==> config.mk <==
export PLATFORM = sky130hd
export DESIGN_NAME = dbgm_master
export DESIGN_NICKNAME = d
export VERILOG_FILES = /design/src/shared/dbgm_pkg.sv /design/src/hw/dbgm_master.sv
export VERILOG_INCLUDE_DIRS = /design/src /design/src/shared
export SDC_FILE = /design/constraint.sdc
export NUM_CORES = 1
export LEC_CHECK = 0
export BUFFER_PORTS_ARGS = -buffer_cell sky130_fd_sc_hd__buf_2
export CAP_MARGIN = 15
export CORE_AREA = 2 2 88 90
export CTS_CLUSTER_DIAMETER = 40
export CTS_CLUSTER_SIZE = 30
export DETAILED_ROUTE_END_ITERATION = 7
export DIE_AREA = 0 0 90 92
export PLACE_DENSITY_LB_ADDON = 0.1
export SETUP_SLACK_MARGIN = 0.3
export SLEW_MARGIN = 20
export SYNTH_ARGS = -nofsm -noshare
export SYNTH_HDL_FRONTEND = slang
export SYNTH_SLANG_ARGS = --single-unit
==> constraint.sdc <==
create_clock -name clk_sys -period 2.5 [get_ports clk_sys]
set_input_delay 0.5 -clock clk_sys [delete_from_list [all_inputs] [get_ports clk_sys]]
set_output_delay 0.5 -clock clk_sys [all_outputs]
set_load 0.05 [all_outputs]
==> src/shared/dbgm_consts.svh <==
// constants of the two-wire debug link master
`ifndef DBGM_CONSTS_SVH
`define DBGM_CONSTS_SVH

// ------------------------------------------------------------
// register byte offsets on the avalon side
// ------------------------------------------------------------
`define DBGM_OFS_CMD      4'h0
`define DBGM_OFS_STAT     4'h4
`define DBGM_OFS_RDATA    4'h8

// ------------------------------------------------------------
// command register fields
// ------------------------------------------------------------
`define DBGM_CMD_BYTE_LO  0
`define DBGM_CMD_BYTE_HI  7
`define DBGM_CMD_HDR      8
`define DBGM_CMD_RD       9
`define DBGM_CMD_SEP      10

// ------------------------------------------------------------
// status register fields
// ------------------------------------------------------------
`define DBGM_STAT_BUSY    0
`define DBGM_STAT_SESS    1
`define DBGM_STAT_REFUSED 2
`define DBGM_STAT_SEP     3

// ------------------------------------------------------------
// timing: one half period of the link clock
// ------------------------------------------------------------
`define DBGM_SYS_MHZ      200
`define DBGM_HALF_NS      65
`define DBGM_HALF_CYC     ((`DBGM_HALF_NS * `DBGM_SYS_MHZ + 999) / 1000)
`define DBGM_LAST_BIT     4'h8

// ------------------------------------------------------------
// reset values
// ------------------------------------------------------------
`define DBGM_RST_PIN      1'b1
`define DBGM_RST_DATA     32'h0000_0000

`endif

==> src/shared/dbgm_pkg.sv <==
// types of the two-wire debug link master
`default_nettype none
package dbgm_pkg;

   // one order from software to the link engine
   typedef struct packed {
      logic       sep;       // separator value sent after the byte
      logic       rd;        // without hdr, device drives the eight data bits
      logic       hdr;       // precede byte by a start marker
      logic [7:0] byte_val;  // address+direction or write data
   } dbgm_cmd_t;

   // link pins as driven by the master
   typedef struct packed {
      logic clk;   // debug clock level
      logic dat;   // debug data level when driven
      logic oe;    // high while the master drives data
   } dbgm_pins_t;

   // link engine states
   typedef enum logic [1:0] {
      DBGM_IDLE,
      DBGM_START,
      DBGM_LOW,
      DBGM_HIGH
   } dbgm_state_t;

endpackage

`default_nettype wire

==> src/hw/dbgm_master.sv <==
// master end of the two-wire debug link with an avalon-mm register port
//
// Added by the designer: the placing of the registers and register access over Avalon-MM.
`timescale 1ns/1ps
`default_nettype none
`include "dbgm_consts.svh"

module dbgm_master (
   input  wire logic        clk_sys,          // 200 mhz system clock
   input  wire logic        sys_rst,          // async reset, active high
   // avalon-mm slave
   input  wire logic [3:0]  avs_address,      // byte address
   input  wire logic        avs_read,         // read request
   input  wire logic        avs_write,        // write request
   input  wire logic [31:0] avs_writedata,    // write data
   output var  logic [31:0] avs_readdata,     // read data, registered
   output logic             avs_waitrequest,  // stall
   // debug link pins
   output logic             debug_clock_pin,  // link clock we make
   input  wire logic        debug_data_in,    // data pin level
   output logic             debug_data_out,   // data pin drive value
   output logic             debug_data_oe     // data pin drive enable
);

   // ------------------------------------------------------------
   // declarations
   // ------------------------------------------------------------
   // half period is fixed, so the link runs at one rate only
   localparam logic [4:0] HALF = 5'(`DBGM_HALF_CYC);  // half period

   dbgm_pkg::dbgm_state_t state_ff, nxt_state;       // engine state
   logic [4:0]            tmr_ff, nxt_tmr;           // phase timer
   logic [3:0]            bit_ff, nxt_bit;           // bit of frame
   logic [8:0]            shf_ff, nxt_shf;           // bits to send
   logic [7:0]            rx_ff, nxt_rx;             // bits received
   logic                  rd_ff, nxt_rd;             // frame is a read
   dbgm_pkg::dbgm_pins_t  pin_ff, nxt_pin;           // driven pins
   logic                  sess_ff, nxt_sess;         // header was sent
   logic                  sep_ff, nxt_sep;           // last separator
   logic                  refused_ff, nxt_refused;   // last cmd refused
   logic [7:0]            rdata_ff, nxt_rdata;       // last read byte
   logic                  din_s1_ff, din_s2_ff;      // data synchroniser
   logic                  rd_pend_ff, nxt_rd_pend;   // read wait cycle
   logic [31:0]           rdd_ff, nxt_rdd;           // read data
   // combinational decode of the bus side
   dbgm_pkg::dbgm_cmd_t   cmd;                       // decoded order
   logic                  cmd_sel;                   // write hits cmd
   logic                  busy;                      // engine running
   logic                  accept;                    // order taken

   // ------------------------------------------------------------
   // helpers
   // ------------------------------------------------------------
   // true when the byte address is the given register
   function automatic logic hit(input logic [3:0] a,
                                input logic [3:0] ofs);
      hit = (a == ofs);
   endfunction

   // ------------------------------------------------------------
   // bus side decode
   // ------------------------------------------------------------
   // cast the write word onto the command layout
   always_comb begin
      cmd.byte_val = avs_writedata[`DBGM_CMD_BYTE_HI:`DBGM_CMD_BYTE_LO];
      cmd.hdr      = avs_writedata[`DBGM_CMD_HDR];
      cmd.rd       = avs_writedata[`DBGM_CMD_RD];
      cmd.sep      = avs_writedata[`DBGM_CMD_SEP];
   end

   // the engine owns the link everywhere outside idle
   assign busy    = (state_ff != dbgm_pkg::DBGM_IDLE);
   assign cmd_sel = avs_write && hit(avs_address, `DBGM_OFS_CMD);
   // a command write stalls while a frame is on the link
   assign accept  = cmd_sel && !busy;

   // stall reads one cycle, and command writes while busy
   assign avs_waitrequest = (avs_read && !rd_pend_ff) || (cmd_sel && busy);
   assign avs_readdata    = rdd_ff;

   // ------------------------------------------------------------
   // register read path
   // ------------------------------------------------------------
   // first read cycle captures the word, second one answers
   // status flags are those of the capture cycle
   always_comb begin
      nxt_rd_pend = avs_read && !rd_pend_ff;
      nxt_rdd     = rdd_ff;
      if (avs_read && !rd_pend_ff) begin
         nxt_rdd = `DBGM_RST_DATA;   // unmapped reads as zero
         if (hit(avs_address, `DBGM_OFS_STAT)) begin
            nxt_rdd[`DBGM_STAT_BUSY]    = busy;
            nxt_rdd[`DBGM_STAT_SESS]    = sess_ff;
            nxt_rdd[`DBGM_STAT_REFUSED] = refused_ff;
            nxt_rdd[`DBGM_STAT_SEP]     = sep_ff;
         end else if (hit(avs_address, `DBGM_OFS_RDATA)) begin
            nxt_rdd[7:0] = rdata_ff;
         end
      end
   end

   // register the read path
   always_ff @(posedge clk_sys or posedge sys_rst) begin
      if (sys_rst) begin
         // nothing pending, read word cleared
         rd_pend_ff <= 1'b0;
         rdd_ff     <= `DBGM_RST_DATA;
      end else begin
         // take the next values of the read path
         rd_pend_ff <= nxt_rd_pend;
         rdd_ff     <= nxt_rdd;
      end
   end

   // ------------------------------------------------------------
   // data pin synchroniser
   // ------------------------------------------------------------
   // two flops before the engine looks at the pin
   // only the second stage is read by the engine
   always_ff @(posedge clk_sys or posedge sys_rst) begin
      if (sys_rst) begin
         // both stages rest at the pulled-up level
         din_s1_ff <= `DBGM_RST_PIN;
         din_s2_ff <= `DBGM_RST_PIN;
      end else begin
         din_s1_ff <= debug_data_in;
         din_s2_ff <= din_s1_ff;
      end
   end

   // ------------------------------------------------------------
   // link engine
   // ------------------------------------------------------------
   // frame: optional start, then nine bits of two half periods each
   always_comb begin
      nxt_state   = state_ff;
      nxt_tmr     = tmr_ff;
      nxt_bit     = bit_ff;
      nxt_shf     = shf_ff;
      nxt_rx      = rx_ff;
      nxt_rd      = rd_ff;
      nxt_pin     = pin_ff;
      nxt_sess    = sess_ff;
      nxt_sep     = sep_ff;
      nxt_refused = refused_ff;
      nxt_rdata   = rdata_ff;
      unique case (state_ff)
         // clock held high between frames
         dbgm_pkg::DBGM_IDLE: begin
            if (accept) begin
               // load the byte and its separator into the shifter
               nxt_shf = {cmd.byte_val, cmd.sep};
               nxt_bit = 4'h0;
               nxt_tmr = HALF;
               if (cmd.hdr && sess_ff && !sep_ff) begin
                  // a new start after a zero separator is refused
                  nxt_refused = 1'b1;
               end else if (!cmd.hdr && !sess_ff) begin
                  // a data byte before any header is refused
                  nxt_refused = 1'b1;
               end else if (cmd.hdr) begin
                  // falling data with clock high marks the start
                  nxt_refused = 1'b0;
                  nxt_rd      = 1'b0;
                  nxt_pin.dat = 1'b0;
                  nxt_pin.oe  = 1'b1;
                  nxt_state   = dbgm_pkg::DBGM_START;
               end else begin
                  // no start: the device repeats the last operation
                  nxt_refused = 1'b0;
                  nxt_rd      = cmd.rd;
                  nxt_pin.clk = 1'b0;
                  // let go of data as the clock falls, so the ends never fight
                  nxt_pin.oe  = !cmd.rd;
                  nxt_state   = dbgm_pkg::DBGM_LOW;
               end
            end
         end
         // hold the start marker for one half period
         dbgm_pkg::DBGM_START: begin
            nxt_tmr = tmr_ff - 5'h01;
            // clock falls once the marker has stood long enough
            if (tmr_ff == 5'h01) begin
               nxt_tmr     = HALF;
               nxt_pin.clk = 1'b0;
               nxt_state   = dbgm_pkg::DBGM_LOW;
            end
         end
         // low phase: bit data changes only here, one cycle after fall
         dbgm_pkg::DBGM_LOW: begin
            nxt_tmr = tmr_ff - 5'h01;
            if (tmr_ff == HALF) begin
               nxt_pin.dat = shf_ff[8];
               // release data while the device shifts a read byte
               nxt_pin.oe  = !(rd_ff && bit_ff != `DBGM_LAST_BIT);
            end
            // clock rises once the low phase has run out
            if (tmr_ff == 5'h01) begin
               nxt_tmr     = HALF;
               nxt_pin.clk = 1'b1;
               nxt_state   = dbgm_pkg::DBGM_HIGH;
            end
         end
         // high phase: sample at its end, then next bit or halt
         dbgm_pkg::DBGM_HIGH: begin
            nxt_tmr = tmr_ff - 5'h01;
            if (tmr_ff == 5'h01) begin
               nxt_shf = {shf_ff[7:0], 1'b0};
               // the read bit is taken as late in the high phase as can be
               if (bit_ff != `DBGM_LAST_BIT) begin
                  nxt_rx = {rx_ff[6:0], din_s2_ff};
               end
               if (bit_ff == `DBGM_LAST_BIT) begin
                  // stop in the ninth cycle with clock high
                  nxt_sess  = 1'b1;
                  nxt_sep   = pin_ff.dat;
                  if (rd_ff) begin
                     nxt_rdata = rx_ff;
                  end
                  nxt_state = dbgm_pkg::DBGM_IDLE;
               end else begin
                  // another bit of the frame follows
                  nxt_bit     = bit_ff + 4'h1;
                  nxt_tmr     = HALF;
                  nxt_pin.clk = 1'b0;
                  // let go of data as the clock falls before a read bit
                  if (rd_ff && nxt_bit != `DBGM_LAST_BIT) begin
                     nxt_pin.oe = 1'b0;
                  end
                  nxt_state   = dbgm_pkg::DBGM_LOW;
               end
            end
         end
      endcase
   end

   // register the link engine
   always_ff @(posedge clk_sys or posedge sys_rst) begin
      if (sys_rst) begin
         // clock and data idle high, no session open
         state_ff   <= dbgm_pkg::DBGM_IDLE;
         tmr_ff     <= 5'h00;
         bit_ff     <= 4'h0;
         shf_ff     <= 9'h000;
         rx_ff      <= 8'h00;
         rd_ff      <= 1'b0;
         pin_ff     <= '{clk: 1'b1, dat: 1'b1, oe: 1'b1};
         sess_ff    <= 1'b0;
         sep_ff     <= 1'b1;
         refused_ff <= 1'b0;
         rdata_ff   <= 8'h00;
      end else begin
         // every register takes its next value
         state_ff   <= nxt_state;
         tmr_ff     <= nxt_tmr;
         bit_ff     <= nxt_bit;
         shf_ff     <= nxt_shf;
         rx_ff      <= nxt_rx;
         rd_ff      <= nxt_rd;
         pin_ff     <= nxt_pin;
         sess_ff    <= nxt_sess;
         sep_ff     <= nxt_sep;
         refused_ff <= nxt_refused;
         rdata_ff   <= nxt_rdata;
      end
   end

   // ------------------------------------------------------------
   // pin outputs
   // ------------------------------------------------------------
   // pins come straight from flops, so no glitch reaches the link
   assign debug_clock_pin = pin_ff.clk;
   assign debug_data_out  = pin_ff.dat;
   assign debug_data_oe   = pin_ff.oe;

endmodule

`default_nettype wire

Word level (Yosys, flattened, before mapping). Index checks and enable logic that the tools add are counted.

Register bits: 54. Output and inout port bits: 36. Memory bits (read-only): 0. Memories kept: 0. RAM bits: 0. Latch bits: 0.

$add $sub $neg: 2. Divide/modulo/power cells: 0. $lt $le $gt $ge: 0. Reduce and logical (&&, ||, !) cells: 35. Shift operators: 0. Muxes and demuxes: 44. Equal/unequal tests: 21. Bitwise gates (word level): 2. $mul: 0.

Operators with widths (count): $ne A2 B2 Y1 const B (11); $mux W4 (5); $mux W5 (4); $mux W2 (9); $mux W9 (2); $pmux W9 S2 (1); $reduce_and A8 Y1 (2); $pmux W5 S3 (1); $mux W1 (13); $reduce_and A4 Y1 (3); $reduce_and A6 Y1 (2); $logic_and A1 B1 Y1 (9); $mux W3 (3); $reduce_and A3 Y1 (3); $eq A4 B4 Y1 const B (2); $mux W8 (1); $ne A4 B4 Y1 const B (2); $pmux W2 S4 (1); $pmux W4 S2 (1); $logic_not A1 Y1 (7); $reduce_bool A2 Y1 (3); $eq A5 B1 Y1 const B (1); $eq A5 B4 Y1 const B (1); $sub A5 B1 Y5 const B (1); 14 further kinds (16).

Depth between registers and ports, before layout.
Depth in word-level cells: 7. Mapped depth: 8.

Worst setup path before layout. No wires, ideal clock.

Kind: in2out. Start: in avs_address[1]. End: out avs_waitrequest. Slack: -0.106 ns. Buffers on the path: 0. Arrival time: 2.106 ns. Required time: 2.000 ns. Stages: 3. Path through: nor3_2 -> nand3_1 -> o21ai_0.

Word-level cells in the longest chain between the ends: 4.

Ends and longest elaborated chain: start: declaration (line dbgm_master.sv:12) `input wire logic [3:0] avs_address,`; $logic_not A4 Y1 (line dbgm_master.sv:57) `hit = (a == ofs);`; $logic_and A1 B1 Y1 (line dbgm_master.sv:73) `` assign cmd_sel = avs_write && hit(avs_address, `DBGM_OFS_CMD); ``; $logic_and A1 B1 Y1 (line dbgm_master.sv:78) `assign avs_waitrequest = (avs_read && !rd_pend_ff) || (cmd_sel && busy);`; $logic_or A1 B1 Y1 (line dbgm_master.sv:78); end: declaration (line dbgm_master.sv:17) `output logic avs_waitrequest,`.

No other way between the ends.

Worst setup path after layout.
Start: reg state_ff[1]. End: out avs_waitrequest.

Word-level cells in the longest chain between the ends: 3.

Ends and longest elaborated chain: start: declaration (line dbgm_master.sv:31) `dbgm_pkg::dbgm_state_t state_ff, nxt_state;`; start signal: assignment (line dbgm_master.sv:241) `state_ff <= dbgm_pkg::DBGM_IDLE;`; start signal: assignment (line dbgm_master.sv:254) `state_ff <= nxt_state;`; $reduce_bool A2 Y1 (line dbgm_master.sv:72) `assign busy = (state_ff != dbgm_pkg::DBGM_IDLE);`; $logic_and A1 B1 Y1 (line dbgm_master.sv:78); $logic_or A1 B1 Y1 (line dbgm_master.sv:78).

No other way between the ends.

==> summary.md <==
| Metric | Value |
|---|---|
| Antenna violations before repair | `0` |
| Reg clk slew, reported paths | `0.10 ns` |
| Initial DRT Pass Iterations | `4` |
| Fmax | `482.8 MHz` |
| Vias in the first global route | `1827` |
| Layout cells sized above 1 | `0.2605` |
| First-pass GRT wire length | `9.232 mm` |
| Hold Violations, Final | `0` |
| Post-DP Area | `0.003040 mm²` |
| Setup ws final | `0.4289 ns` |
| Clock sinks | `54` |
| Worst skew pair latency | `0.31 ns` |
| Setup_tns | `0 ns` |
| Nets | `359` |
| Post-DRT Antenna Nets | `0` |
| Root Buffer | `clkbuf_8` |
| Reg area | `0.001359 mm²` |
| Critical path type | `reg -> out` |
| VDD IR max | `0.4446 mV` |
| Global route total overflow | `0` |
| DP HPWL | `4.070 mm` |
| CTS Buf Count | `5` |
| Remaining DRCs | `0` |
| Yosys warnings | `0` |
| Tcrit/Tclk final | `0.8284` |
| Multi-input logic area | `0.001277 mm²` |
| Critical Path, Cell by Cell | `inv_1 -> ha_2 -> buf_4 -> o21ai_2 -> buf_4` |
| Slowest Stage Delay on Critical Path | `0.41 ns` |
| Most common cell after layout, fill and taps aside | `dfrtp_1` |
| Slew Limit Fails | `0` |
| Post-Syn Area | `0.002799 mm²` |
| IO buf count | `31` |
| CP dominant cell by count | `buf_4` |
| HP Class | `in -> async` |
| Max Cap Violations | `0` |
| Rel. slew slack | `0.5547` |
| Initial Util | `0.3758` |
| Leak | `1.500 nW` |
| Asr flop ratio synth | `1.000` |
| Post-synthesis sequential area ratio | `0.4855` |
| H-tree levels | `2` |
| #FFs+latches synth | `54` |
| Setup violations, final | `0` |
| Tot GR Track Use | `0.1402` |
| Cell Rows | `32` |
| Routed WL | `5.403 mm` |
| Ant diodes | `0` |
| Commonest non-fill, non-tap cells in the layout | `dfrtp_1, buf_2, nand2_1, conb_1, nor2_1` |
| Vias | `1965` |
| First DRT Iteration DRCs | `87` |
| Worst-case setup slack after placement | `0.3114 ns` |
| WHS | `0.1528 ns` |
| Netlist cell types | `48` |
| IO Pins | `77` |
| Routed WL per cell | `13.08 µm` |
| TritonCTS clock tree | `done` |
| Core ar. | `0.007447 mm²` |
| Power per Cell Area | `991.9 mW/mm²` |
| WP data required | `2.00 ns` |
| RSZ-0062 raised after global routing | `false` |
| Critical Path End Type | `output port` |
| Cells after Synth | `270` |
| Total power | `3.118 mW` |
| Status | `complete, no violations` |
| DR vias/cell | `4.758` |
| Crit path launch type | `register` |
| Design Area, Final | `0.003143 mm²` |
| CP Data Arrival Time | `1.57 ns` |
| Area Overhead vs Synth | `12.29%` |
| Max Clock Skew | `0.008658 ns` |
| Synth Flop Type | `dfrtp_1` |
| Die Area | `0.008280 mm²` |
| DIE HEIGHT | `92 µm` |
| Average cell area after synthesis | `10.37 µm²` |
| Final GP Congestion | `0.7574` |
| Post-synth EDFFs | `0` |
| CP max-delay cell | `dfrtp_1` |
| Slew @ Worst Pin | `0.6662 ns` |
| # fillers | `747` |
| Post-CTS Hold Buffers | `0` |
| Largest net degree at the start of global routing | `21` |
| Min Tclk post-route | `2.071 ns` |
| Max FO, Critical Path | `9` |
| Clock tree buffer depth | `2` |
| Die width | `90 µm` |
state kept, by name, indices dropped and copies added (netlist names):
signal and count:
din_s2_ff 1, state_ff 2, avs_readdata 8, refused_ff 1, rdata_ff 8, rd_pend_ff 1, debug_data_oe 1, rd_ff 1
debug_data_out 1, sep_ff 1, shf_ff 9, sess_ff 1, debug_clock_pin 1, rx_ff 8, bit_ff 4, tmr_ff 5
din_s1_ff 1
critical path: cells and delay by family (launching register included):
| family | cells | cell delay (ns) |
|---|---|---|
| adders and majority gates | 1 | 0.27 |
| DFF | 1 | 0.41 |
| buffers and inverters | 3 | 0.51 |
| AOI/OAI and AO/OA | 1 | 0.07 |
synthesized netlist by cell type, types with 2 or more instances:
master    count  area (µm²)
a21oi_1      16       80.08
a31o_2        2       17.52
a31oi_1       4       25.02
a32oi_1       4       35.03
buf_2         3       15.01
buf_4        24       180.2
clkbuf_1      5       18.77
dfrtp_1      48        1201
dfstp_2       6       157.7
ha_1          8       100.1
inv_1        12       45.04
inv_2         2       7.510
mux2_1       10       112.6
mux2_2       10       112.6
mux2i_1      10       100.1
nand2_1      24       90.09
nand3_1       8       40.04
nand3b_1      2       15.01
nor2_1       20       75.07
nor2b_1       2       12.51
nor3_1        3       15.01
o21a_1        2       15.01
o21ai_0      15       75.07
o21ai_1       4       20.02
o22a_1        2       17.52
o31ai_1       2       15.01
layer usage:
layer / share of wire / global-route usage / vias up
li1: - / - / 985
met1: 0.49 / 0.1992 / 920
met2: 0.44 / 0.2130 / 54
met3: 0.050 / 0.03122 / 6
met4: 0.015 / 0.04615 / 0
met5: 0 / 0 / -
path summary, 6_finish.rpt:
check	cells past startpoint	slack, ns	start	endpoint
worst max-delay path	5	0.43	state_ff[1]	avs_waitrequest
worst min-delay path	2	0.15	sys_rst	rdata_ff[7]
worst max register to register	6	0.46	tmr_ff[1]	debug_clock_pin
worst min register to register	0	0.36	din_s1_ff	din_s2_ff
max in group asynchronous	3	1.68	sys_rst	sep_ff
min in group clk_sys	1	0.28	debug_data_in	din_s1_ff
power breakdown:
group / leakage, nW / total [mW] / switching (mW) / internal [mW]
registers: 0.690 / 1.23 / 0.151 / 1.08
clock network: 0.0456 / 0.500 / 0.299 / 0.201
logic: 0.764 / 1.38 / 0.835 / 0.548
metrics by stage:
step | instances | utilization
final | 413 | 0.4220
after global routing | 413 | 0.4220
after global placement | 405 | 0.4083
after detailed placement | 405 | 0.4083
after CTS | 413 | 0.4210
after floorplan | 293 | -
cells by family (layout without fill, tap and decap cells):
logic type                 after synthesis  after routing  share of synthesized area
and+or+nand+nor                         71             71                     0.1247
AOI/OAI and AO/OA                       60             60                     0.1413
DFF                                     54             54                     0.4855
buffers and inverters                   46             64                    0.09521
muxes                                   30             30                     0.1162
adders and majority gates                8              8                    0.03576
other                                    1             24                   0.001340
cell type report:
class,count,area share
clock inverter,2,0.004379
timing repair buffer,42,0.07643
clock buffer,6,0.02309
tap,102,0.04061
inverter,14,0.01672
multi-input combinational,193,0.4065
sequential,54,0.4323
timing repair:
action                     CTS  global route
setup endpoints to repair    2            19
setup buffers                0             0
resized for setup            2             3
pin swaps                    0             0
Note: power is estimated with default switching activity, not from simulation.
